### config.mk
export PLATFORM = sky130hd
export DESIGN_NAME = ccu_channel_flat
export DESIGN_NICKNAME = d
export VERILOG_FILES = /design/src/verilog/ccu_pkg.sv /design/src/verilog/ccu_link_if.sv /design/src/verilog/ccu_channel.sv /design/src/flat_wrapper.sv
export SDC_FILE = /design/constraint.sdc
export NUM_CORES = 1
export LEC_CHECK = 0
export CELL_PAD_IN_SITES_DETAIL_PLACEMENT = 1
export CELL_PAD_IN_SITES_GLOBAL_PLACEMENT = 2
export CORE_UTILIZATION = 35
export CTS_BUF_LIST = sky130_fd_sc_hd__clkbuf_8
export CTS_CLUSTER_DIAMETER = 60
export DETAILED_ROUTE_END_ITERATION = 8
export DONT_BUFFER_PORTS = 1
export PLACE_DENSITY = 0.73
export SLEW_MARGIN = 25
export SYNTH_ARGS = -nofsm -noshare
export SYNTH_HDL_FRONTEND = slang
export SYNTH_SLANG_ARGS = --single-unit
### constraint.sdc
create_clock -name pclk -period 2.1 [get_ports pclk]
set_input_delay 0.105 -clock pclk [delete_from_list [all_inputs] [get_ports pclk]]
set_output_delay 0.105 -clock pclk [all_outputs]
set_load 0.02 [all_outputs]
### src/verilog/ccu_pkg.sv
/*
  Shared constants and types for the capture/compare channel and its timebase.
  Assumes a 25 MHz pclk and a 32-bit APB register port on the channel.
*/
package ccu_pkg;

  localparam int          CCU_CLK_HZ       = 25_000_000;
  localparam int          CCU_INSTR_DIV    = 4;
  localparam int          CCU_PULSE_CYC    = 4;

  localparam logic [7:0]  CCU_OFF_CTRL     = 8'h00;
  localparam logic [7:0]  CCU_OFF_CAPSEL   = 8'h04;
  localparam logic [7:0]  CCU_OFF_VAL_LO   = 8'h08;
  localparam logic [7:0]  CCU_OFF_VAL_HI   = 8'h0C;
  localparam logic [7:0]  CCU_OFF_IRQ_REQ  = 8'h10;
  localparam logic [7:0]  CCU_OFF_IRQ_EN   = 8'h14;

  localparam int          CCU_CTRL_EN_BIT  = 7;
  localparam int          CCU_CTRL_OUT_BIT = 5;
  localparam int          CCU_CTRL_FMT_BIT = 4;
  localparam int          CCU_CAPSEL_OD_BIT = 7;
  localparam int          CCU_IRQ_FLAG_BIT = 0;
  localparam int          CCU_IRQ_EN_BIT   = 0;

  localparam logic [7:0]  CCU_CTRL_RST     = 8'h00;
  localparam logic [7:0]  CCU_CAPSEL_RST   = 8'h00;
  localparam logic [15:0] CCU_VAL_RST      = 16'h0000;

  localparam logic [3:0]  CCU_DIV4_LAST    = 4'h3;
  localparam logic [3:0]  CCU_DIV16_LAST   = 4'hF;

  typedef enum logic [3:0] {
    CCU_MODE_OFF       = 4'b0000,
    CCU_MODE_CMP_TGLCL = 4'b0001,
    CCU_MODE_CMP_TGL   = 4'b0010,
    CCU_MODE_CAP_ANY   = 4'b0011,
    CCU_MODE_CAP_FALL  = 4'b0100,
    CCU_MODE_CAP_RISE  = 4'b0101,
    CCU_MODE_CAP_R4    = 4'b0110,
    CCU_MODE_CAP_R16   = 4'b0111,
    CCU_MODE_CMP_SET   = 4'b1000,
    CCU_MODE_CMP_CLR   = 4'b1001,
    CCU_MODE_CMP_PULSE = 4'b1010,
    CCU_MODE_CMP_PLSCL = 4'b1011
  } ccu_mode_t;

endpackage

### src/verilog/ccu_link_if.sv
/*
  Link between the capture/compare channel and the timebase/pin end.
  Assumes both ends run on the same pclk; no clocking block.
*/
`timescale 1ns/1ps
interface ccu_link_if;
  logic [15:0] timebase_count;
  logic        timebase_clear;
  logic        pin_level;
  logic        chan_out;
  logic        chan_oe;

  modport channel (
    input  timebase_count,
    input  pin_level,
    output timebase_clear,
    output chan_out,
    output chan_oe
  );

  modport timebase (
    output timebase_count,
    output pin_level,
    input  timebase_clear,
    input  chan_out,
    input  chan_oe
  );
endinterface

### src/verilog/ccu_channel.sv
/*
  One capture/compare channel with an APB register port.
  Assumes the timebase end supplies a synchronous count and a synchronised pin level.
*/
// The APB register port and the register addresses are this design's own decisions.
`timescale 1ns/1ps
// Function
// (RL1) Capture loads full 16-bit timer count
// (RL2) Mode picks falling, rising, 4th, 16th, any
// (RL3) Capture sets flag; software clears it
// (RL4) New capture overwrites unread value
// (RL5) Reader disables channel or reads twice
// (RL6) Source select field picks capture input
// (RL7) Pin level observed even when output
// (RL8) Mode change may raise false interrupt
// (RL9) Prescaler cleared on reset, off, non-capture
// (RL10) Prescale change keeps prescaler count
// (RL11) Timer must count synchronously
// (RL12) Timer clock is instruction or external
// (RL13) Capture works whenever timer keeps counting
// (RL14) Compare value against timer count continuously
// (RL15) Match action selected by mode field
// (RL16) Modes 0001 and 1011 clear timer
// (RL17) Every compare match sets flag
// (RL18) Zero control write forces output low
// (RL19) Output driver optionally open-drain
// (RL20) Capture/compare use the 16-bit timebase
// (RL21) Value reachable as two byte halves
// (RL22) Enabled match interrupt wakes device
// (RL23) Prescaler strobes at divisor, restarts
module ccu_channel
  import ccu_pkg::*;
(
  input  wire logic   pclk,
  input  wire logic   presetn,
  input  wire logic   psel,
  input  wire logic   penable,
  input  wire logic   pwrite,
  input  wire logic [7:0]  paddr,
  input  wire logic [31:0] pwdata,
  output logic [31:0] prdata,
  output logic        pready,
  output logic        pslverr,
  input  wire logic [2:0]  cap_src_in,
  output logic        irq,
  ccu_link_if.channel link
);
  import ccu_pkg::*;

  logic [7:0]  ctrl_q;
  logic [7:0]  capsel_q;
  logic [15:0] val_q;
  logic        flag_q;
  logic        irq_en_q;
  logic        out_q;
  logic [3:0]  presc_q;
  logic [1:0]  pulse_q;
  logic        src_prev_q;
  logic        match_prev_q;
  logic [31:0] rdata_q;

  ccu_mode_t   mode;
  logic        en;
  logic        is_cap;
  logic        is_cmp;
  logic        src;
  logic        rise;
  logic        fall;
  logic        cap_strobe;
  logic        match;
  logic        hit;
  logic        wr;
  logic        rd_setup;
  logic        mapped;
  logic        presc_last;
  logic        presc_mode;

  assign mode = ccu_mode_t'(ctrl_q[3:0]);
  assign en   = ctrl_q[CCU_CTRL_EN_BIT];

  always_comb begin
    is_cap = 1'b0;
    is_cmp = 1'b0;
    unique case (mode)
      CCU_MODE_CAP_ANY, CCU_MODE_CAP_FALL, CCU_MODE_CAP_RISE,
      CCU_MODE_CAP_R4, CCU_MODE_CAP_R16: is_cap = 1'b1;
      CCU_MODE_CMP_TGLCL, CCU_MODE_CMP_TGL, CCU_MODE_CMP_SET,
      CCU_MODE_CMP_CLR, CCU_MODE_CMP_PULSE, CCU_MODE_CMP_PLSCL: is_cmp = 1'b1;
      default: begin
        is_cap = 1'b0;
        is_cmp = 1'b0;
      end
    endcase
  end

  // APB decode; zero-wait access phase
  always_comb begin
    unique case (paddr)
      CCU_OFF_CTRL, CCU_OFF_CAPSEL, CCU_OFF_VAL_LO,
      CCU_OFF_VAL_HI, CCU_OFF_IRQ_REQ, CCU_OFF_IRQ_EN: mapped = 1'b1;
      default: mapped = 1'b0;
    endcase
  end
  assign pready   = 1'b1;
  assign pslverr  = psel & penable & ~mapped;
  assign wr       = psel & penable & pwrite & mapped;
  assign rd_setup = psel & ~penable & ~pwrite;
  assign prdata   = rdata_q;

  // Read data sampled in setup, held through access; halves may differ by an event
  always_ff @(posedge pclk or negedge presetn) begin
    if (!presetn) begin
      rdata_q <= 32'h0000_0000;
    end else if (rd_setup) begin
      unique case (paddr)
        CCU_OFF_CTRL:    rdata_q <= {24'h00_0000, ctrl_q[7:6], out_q, ctrl_q[4:0]};
        CCU_OFF_CAPSEL:  rdata_q <= {24'h00_0000, capsel_q};
        CCU_OFF_VAL_LO:  rdata_q <= {24'h00_0000, val_q[7:0]};  // RL21 RL5
        CCU_OFF_VAL_HI:  rdata_q <= {24'h00_0000, val_q[15:8]}; // RL21 RL5
        CCU_OFF_IRQ_REQ: rdata_q <= {31'h0000_0000, flag_q};
        CCU_OFF_IRQ_EN:  rdata_q <= {31'h0000_0000, irq_en_q};
        default:         rdata_q <= 32'h0000_0000;
      endcase
    end
  end

  always_ff @(posedge pclk or negedge presetn) begin
    if (!presetn) begin
      ctrl_q   <= CCU_CTRL_RST;
      capsel_q <= CCU_CAPSEL_RST;
      irq_en_q <= 1'b0;
    end else if (wr) begin
      if (paddr == CCU_OFF_CTRL) begin
        ctrl_q <= pwdata[7:0];
      end
      if (paddr == CCU_OFF_CAPSEL) begin
        capsel_q <= pwdata[7:0];
      end
      if (paddr == CCU_OFF_IRQ_EN) begin
        irq_en_q <= pwdata[CCU_IRQ_EN_BIT];
      end
    end
  end

  // Capture source mux; 0 is the channel pin, even while it drives
  always_comb begin
    unique case (capsel_q[1:0])
      2'h0: src = link.pin_level; // RL7
      2'h1: src = cap_src_in[0];
      2'h2: src = cap_src_in[1];
      2'h3: src = cap_src_in[2];
    endcase
  end // RL6

  always_ff @(posedge pclk or negedge presetn) begin
    if (!presetn) begin
      src_prev_q <= 1'b0;
    end else begin
      src_prev_q <= src;
    end
  end
  // Edge history runs in every mode, so a mode change can fire at once
  assign rise = src & ~src_prev_q; // RL8
  assign fall = ~src & src_prev_q;

  assign presc_mode = (mode == CCU_MODE_CAP_R4) || (mode == CCU_MODE_CAP_R16);
  assign presc_last = (mode == CCU_MODE_CAP_R4) ? (presc_q == CCU_DIV4_LAST)
                                                : (presc_q == CCU_DIV16_LAST);

  // Count kept across a prescale switch; only off or non-capture clears it
  always_ff @(posedge pclk or negedge presetn) begin
    if (!presetn) begin
      presc_q <= 4'h0; // RL9
    end else if (!en || !is_cap) begin
      presc_q <= 4'h0; // RL9
    end else if (presc_mode && rise) begin
      presc_q <= presc_last ? 4'h0 : presc_q + 4'h1; // RL23 RL10
    end
  end

  always_comb begin
    cap_strobe = 1'b0;
    if (en) begin
      unique case (mode)
        CCU_MODE_CAP_FALL: cap_strobe = fall;
        CCU_MODE_CAP_RISE: cap_strobe = rise;
        CCU_MODE_CAP_R4, CCU_MODE_CAP_R16: cap_strobe = rise & presc_last; // RL23
        CCU_MODE_CAP_ANY:  cap_strobe = rise | fall;
        default:           cap_strobe = 1'b0;
      endcase
    end
  end // RL2

  // Compare fires once as the count arrives at the value
  assign match = en & is_cmp & (val_q == link.timebase_count); // RL14 RL20
  assign hit   = match & ~match_prev_q;

  always_ff @(posedge pclk or negedge presetn) begin
    if (!presetn) begin
      match_prev_q <= 1'b0;
    end else begin
      match_prev_q <= match;
    end
  end

  // Capture overwrites; software writes load the compare value
  always_ff @(posedge pclk or negedge presetn) begin
    if (!presetn) begin
      val_q <= CCU_VAL_RST;
    end else if (cap_strobe) begin
      val_q <= link.timebase_count; // RL1 RL4 RL13
    end else if (wr && paddr == CCU_OFF_VAL_LO) begin
      val_q[7:0] <= pwdata[7:0]; // RL21
    end else if (wr && paddr == CCU_OFF_VAL_HI) begin
      val_q[15:8] <= pwdata[7:0]; // RL21
    end
  end

  // Set wins over a write-one clear in the same cycle
  always_ff @(posedge pclk or negedge presetn) begin
    if (!presetn) begin
      flag_q <= 1'b0;
    end else if (cap_strobe || hit) begin
      flag_q <= 1'b1; // RL3 RL17
    end else if (wr && paddr == CCU_OFF_IRQ_REQ && pwdata[CCU_IRQ_FLAG_BIT]) begin
      flag_q <= 1'b0; // RL3
    end
  end
  assign irq = flag_q & irq_en_q; // RL22

  always_ff @(posedge pclk or negedge presetn) begin
    if (!presetn) begin
      out_q   <= 1'b0;
      pulse_q <= 2'h0;
    end else if (ctrl_q == 8'h00) begin
      out_q   <= 1'b0; // RL18
      pulse_q <= 2'h0;
    end else if (hit) begin
      unique case (mode)
        CCU_MODE_CMP_TGLCL, CCU_MODE_CMP_TGL: out_q <= ~out_q;
        CCU_MODE_CMP_SET: out_q <= 1'b1;
        CCU_MODE_CMP_CLR: out_q <= 1'b0;
        CCU_MODE_CMP_PULSE, CCU_MODE_CMP_PLSCL: begin
          out_q   <= 1'b1;
          pulse_q <= 2'(CCU_PULSE_CYC - 1);
        end
        default: out_q <= out_q;
      endcase // RL15
    end else if (pulse_q != 2'h0) begin
      pulse_q <= pulse_q - 2'h1;
    end else if (mode == CCU_MODE_CMP_PULSE || mode == CCU_MODE_CMP_PLSCL) begin
      out_q <= 1'b0;
    end
  end

  assign link.timebase_clear = hit & ((mode == CCU_MODE_CMP_TGLCL) ||
                                      (mode == CCU_MODE_CMP_PLSCL)); // RL16

  // Open-drain only ever pulls low; the high level comes from the pull-up
  assign link.chan_out = capsel_q[CCU_CAPSEL_OD_BIT] ? 1'b0 : out_q; // RL19
  assign link.chan_oe  = en & is_cmp & (~capsel_q[CCU_CAPSEL_OD_BIT] | ~out_q); // RL19
endmodule

### src/flat_wrapper.sv
// flat-port wrapper written by rule: the top's interface ports become plain ports
module ccu_channel_flat import ccu_pkg::*;
  (pclk, presetn, psel, penable, pwrite, paddr, pwdata, prdata, pready, pslverr, cap_src_in, irq, link_timebase_count, link_pin_level, link_timebase_clear, link_chan_out, link_chan_oe);
  ccu_link_if link_i ();
  input  wire logic pclk;
  input  wire logic presetn;
  input  wire logic psel;
  input  wire logic penable;
  input  wire logic pwrite;
  input  wire logic [7:0] paddr;
  input  wire logic [31:0] pwdata;
  output logic [31:0] prdata;
  output logic pready;
  output logic pslverr;
  input  wire logic [2:0] cap_src_in;
  output logic irq;
  input wire logic [$bits(link_i.timebase_count)-1:0] link_timebase_count;
  input wire logic [$bits(link_i.pin_level)-1:0] link_pin_level;
  output wire logic [$bits(link_i.timebase_clear)-1:0] link_timebase_clear;
  output wire logic [$bits(link_i.chan_out)-1:0] link_chan_out;
  output wire logic [$bits(link_i.chan_oe)-1:0] link_chan_oe;
  assign link_i.timebase_count = link_timebase_count;
  assign link_i.pin_level = link_pin_level;
  assign link_timebase_clear = link_i.timebase_clear;
  assign link_chan_out = link_i.chan_out;
  assign link_chan_oe = link_i.chan_oe;
  ccu_channel u_core (.pclk(pclk), .presetn(presetn), .psel(psel), .penable(penable), .pwrite(pwrite), .paddr(paddr), .pwdata(pwdata), .prdata(prdata), .pready(pready), .pslverr(pslverr), .cap_src_in(cap_src_in), .irq(irq), .link(link_i));
endmodule
* Word level (Yosys, flattened, before mapping) *
Cells that the tools add are included.

word-level totals
  bits in registers = 75
  input port bits = 65
  output and inout port bits = 38
  logic and storage cells = 127

cells by class
  add/sub/neg operators = 2
  equal/unequal tests = 26
  mux-type cells = 27
  bitwise gates (word level) = 25
  reduce and logical (&&, ||, !) cells = 35

operators by type and width
  operator            count
  $pmux 8 s6          1
  $mux 8              3
  $eq 4x4->1 const B  5
  $eq 16x16->1        1
  $eq 4x3->1 const B  4
  $eq 8x4->1 const B  2
  $eq 8x5->1 const B  2
  $logic_not 8->1     2
  $mux 16             1
  $and 1x1->1         15
  $eq 4x2->1 const B  3
  $mux 1              12
  $mux 4              3
  $reduce_or 6->1     2
  $reduce_and 2->1    5
  $reduce_bool 2->1   5
  $eq 8x3->1 const B  1
  $mux 2              4
  $not 1->1           8
  $pmux 1 s4          2
  $reduce_bool 3->1   2
  $reduce_or 2->1     3
  $logic_and 1x1->1   5
  $logic_or 1x1->1    5
  16 further kinds    19

* Logic depth before layout (Yosys ltp) *
  word-level depth = 9
  depth in mapped cells = 10
  gate-level depth less buffers = 9

* Least setup slack after synthesis *
No wires, ideal clock.

  kind = register to register
  start point = register u_core.capsel_q[0]
  end point = register u_core.val_q[10]
  setup time = 133 ps
  arrival = 2,130 ps
  data required time = 1,967 ps
  path slack = -163 ps
  stages on the path, launching flop included = 9
  path buffers = 1
  clock period less this slack = 2,263 ps
  cell sequence = dfrtp_1 mux4_2 inv_1 ha_1 nor4b_1 o21bai_1 a21oi_1 clkbuf_1 o21ai_0

between the ends
  word-level cells in the longest chain between the ends = 9
  elaborated cells on any way between the ends = 16
  classes of those cells = eq/ne (4); mux (4); bitwise (5); reduce/logical (3)

ends and longest elaborated chain
  item                                                              RTL line            source
  from (decl)                                                       ccu_channel.sv:51   logic [7:0] capsel_q;
  from (signal assigned)                                            ccu_channel.sv:137  capsel_q <= pwdata[7:0];
  $eq 2x2->1 (tied with other cells)                                ccu_channel.sv:147  unique case (capsel_q[1:0])
  $pmux 1 s4 (*)                                                    ccu_channel.sv:147
  named net u_core.src                                              ccu_channel.sv:66   logic src;
  $not 1->1                                                         ccu_channel.sv:164  assign fall = ~src & src_prev_q;
  $and 1x1->1                                                       ccu_channel.sv:164
  $or 1x1->1                                                        ccu_channel.sv:188  CCU_MODE_CAP_ANY: cap_strobe = rise | fall;
  $pmux 1 s4 (*)                                                    ccu_channel.sv:184  unique case (mode)
  $mux 1 (*)                                                        ccu_channel.sv:183  if (en) begin
  $ne 2x1->1 (no line) / $reduce_bool 2->1 (equally long branches)  --
  $reduce_and 2->1 (no line)                                        --
  to (signal assigned)                                              ccu_channel.sv:211  val_q <= link.timebase_count;
  to (signal assigned)                                              ccu_channel.sv:215  val_q[15:8] <= pwdata[7:0];
  to (decl)                                                         ccu_channel.sv:52   logic [15:0] val_q;

Mark *: on every way through the listed nets, which the timed path passes. The rest lies on a longest branch.
A chain may end at the register's enable or synchronous reset.

* Worst setup path in the final report *
  start point = register u_core.val_q[10]
  end point = output link_timebase_clear

between the ends
  word-level cells in the longest chain between the ends = 4

ends and longest elaborated chain
  item          RTL line            source
  $eq 16x16->1  ccu_channel.sv:195  assign match = en & is_cmp & (val_q == link.timebase_count);
  $and 1x1->1   ccu_channel.sv:195
  $and 1x1->1   ccu_channel.sv:196  assign hit = match & ~match_prev_q;
  $and 1x1->1   ccu_channel.sv:256  assign link.timebase_clear = hit & ((mode == CCU_MODE_CMP_TGLCL) ||
  to (decl)     flat_wrapper.sv:19  output wire logic [$bits(link_i.timebase_clear)-1:0] link_timebase_clear;

No other way between the ends.

==> impl_results.md <==
- First-pass GRT wire length: 14,440 um
- Vias/cell: 5.313
- Diodes inserted: 0
- Layout cells sized above 1: 32.69%
- Synth Flop Type: dfrtp_1
- Clock period minus worst slack: 2594 ps
- Post-DR wirelength/cell: 20.75 um
- Width of the die: 95.19 um
- DR vias: 2,492
- 1st-iter DRT viols: 84
- RSZ-0062 raised after global routing: true
- Initial DRT Pass Iterations: 4
- Worst Path Arrival: 2490 ps
- Pwr Total: 2060 uW
- Die height: 95.19 um
- TritonCTS clock tree: done
- Worst setup SP type: register
- Cells on Worst Hold Path: 3
- Final setup TNS: -4401 ps
- Sequential share of the synthesized area: 41.99%
- Worst R2R End: u_core.flag_q$_DFFE_PN0P_
- Post-route cell area: 4125 um^2
- Worst VDD drop: 344.3 uV
- Area grow syn2layout: 35.73%
- Number of synthesized flops with an enable pin: 0
- Yosys top cell by area: dfrtp_1
- Largest net degree at the start of global routing: 52
- Final WL: 9732 um
- Post-Syn Area: 3039 um^2
- Post-Syn Instances: 306
- CTS Buffer Depth: 2
- Final hold vios: 0
- Initial Util: 36.62%
- Slew HR: 62.42%
- Clock Skews: 8.362 ps
- CTS root buffer: clkbuf_8
- R2R Setup Slk: -270 ps
- Die area: 9060 um^2
- Final slew viol count: 0
- Initial antenna violation count: 0
- Worst setup EP type: primary output
- Final Core Density: 49.71%
- Routed Antenna Nets: 0
- Peak Freq: 385.5 MHz
- Status: finished with violations
- YS warnings: 0
- Failing checks: setup timing
- Hold Crit Start: paddr[4]
- Reg2Reg Launch Point: u_core.capsel_q[0]$_DFFE_PN0P_
- Area after DPL: 3287 um^2
- Yosys reg bits: 51
- Hold endpoint: u_core.flag_q$_DFFE_PN0P_
- Grt total ovfl: 0
- Share of the synthesized area in the top cell type: 41.99%
- Hold crit path type: input pin to register
- Post-route DRC violation count: 0
- Least-Margin Pin Slew: 562.3 ps
- Commonest cells in the netlist: dfrtp_1, nand2_1, mux2i_1
- Clock latency on the worst-skew pair: 310 ps
- HPWL after DPL: 6090 um
- # rows: 33
- Final net count: 432
- FFs w/ async S/R, synth: 100.0%
- Setup WS post-layout: -493.8 ps
- Synth cell types: 42
- Io pins: 103
- IO Port Bufs: 0
- GP Congestion: 0.7603
- Top cells by area, synth: dfrtp_1, mux2i_1, mux2_2
- Number of global-route vias before repair: 2,640
- Clock sink total: 51
- Final Cycle Share: 123.5%
- Setup-failing EPs final: 18
- Max cap viols: 0
- H-tree depth: 2
- Static leakage: 0.001880 uW
- Critical path fanouts, max: 2
- Count leader, synth: dfrtp_1
- Pwr Density: 499.4 nW/um^2
- Core Area: 8299 um^2
- Total CTS buffers: 5
- Worst reg2reg path depth: 10
- Worst EP required: 2000 ps
- Kind of critical path: register to primary output
- Clk pin slew, worst setup/hold paths: 110 ps
- Global Route Usage Sum: 22.01%
- Syn_area_per_cell: 9.932 um^2
==> placed cells by master (no fill, tap or decap), types with 5 or more instances in the layout <==
cell type	Yosys	routed
a21oi_1	12	10
mux2_2	19	17
o21ai_0	21	8
o21ai_2	0	11
xnor2_2	0	5
dlygate4sd3_1	0	25
mux2i_1	26	26
conb_1	2	25
buf_4	25	31
o21ai_1	4	6
nor3_1	5	5
dfrtp_1	51	51
a22oi_1	6	6
inv_1	7	6
nor2_1	25	25
clkbuf_8	0	5
nand2_4	0	13
nand2_1	27	11
xor2_1	12	12
==> cell type report <==
cell class              count  area [um^2]
clock buffers               5        68.82
multi-input cells         234         1894
repair buffers             64        660.6
clock inverters             3        67.56
flip-flops and latches     51         1276
inverters                   7        26.28
fillers                   908         4174
well taps                 105        131.4
==> critical path, cell delays in order, from the launching register on <==
cell and delay, ps:
dfrtp_1 400, xor2_1 170, nor4_2 380, nand2_1 120, or3_4 350, or3_4 370
nor4b_4 220, buf_4 180
==> where the power goes <==
group          switching [uW]  internal (uW)  total (uW)
clock                     365            476         841
combinational             130           88.7         219
sequential               8.62            992        1000
==> worst max path at each step <==
stage	from	cells past startpoint	slack, ps	end
floorplan	u_core.capsel_q[0]$_DFFE_PN0P_	8	-30	u_core.val_q[10]$_DFFE_PN0P_
global placement	u_core.val_q[0]$_DFFE_PN0P_	7	-320	link_timebase_clear
detailed placement	u_core.val_q[0]$_DFFE_PN0P_	7	-370	link_timebase_clear
CTS	u_core.val_q[12]$_DFFE_PN0P_	7	-490	link_timebase_clear
global route	u_core.val_q[10]$_DFFE_PN0P_	7	-570	link_timebase_clear
finish	u_core.val_q[10]$_DFFE_PN0P_	7	-490	link_timebase_clear
==> per-layer routing <==
| metal | part of all wire [%] | up-vias | track usage, % | routed length (um) |
|---|---|---|---|---|
| li1 | - | 1144 | - | - |
| met1 | 42 | 1259 | 28.54 | 4122 |
| met2 | 51 | 85 | 37.32 | 4929 |
| met3 | 6.4 | 4 | 4.466 | 625 |
| met4 | 0.57 | 0 | 5.429 | 55 |
| met5 | 0 | - | 0 | 0 |
==> repair_timing <==
action,in CTS,in global routing
pin swaps,15,27
setup endpoints to repair,21,20
gates cloned,3,1
gates resized for setup,34,40
buffers inserted,5,1
hold endpoints to repair,84,0
hold buffers,26,0
==> flip-flops by register name, summed over array words and instances, names as in the netlist <==
name,flops
u_core.flag_q,1
u_core.irq_en_q,1
u_core.src_prev_q,1
u_core.capsel_q,8
u_core.prdata,8
u_core.out_q,1
u_core.presc_q,4
u_core.pulse_q,2
u_core.match_prev_q,1
u_core.ctrl_q,8
u_core.val_q,16
==> cell families after synthesis <==
group	Yosys count	synth area share (%)
fa+ha+maj	4	1.647
mux	47	17.09
other cells	2	0.2471
buf+inv	44	8.728
xor+xnor	21	6.052
flops	51	41.99
simple gates	86	14.66
compound gates	51	9.593
==> stage by stage <==
step | instances | hold WS (ps) | setup WS (ps)
6_report | 469 | 7.775 | -493.8
2_1_floorplan | 329 | -190.6 | -30.43
4_1_cts | 467 | 0.6383 | -489.8
3_5_place_dp | 426 | -189.4 | -373.7
5_1_grt | 469 | 2.405 | -570.4
3_3_place_gp | 426 | -189.1 | -321.1
No activity file was read; power rests on OpenSTA's default activity.
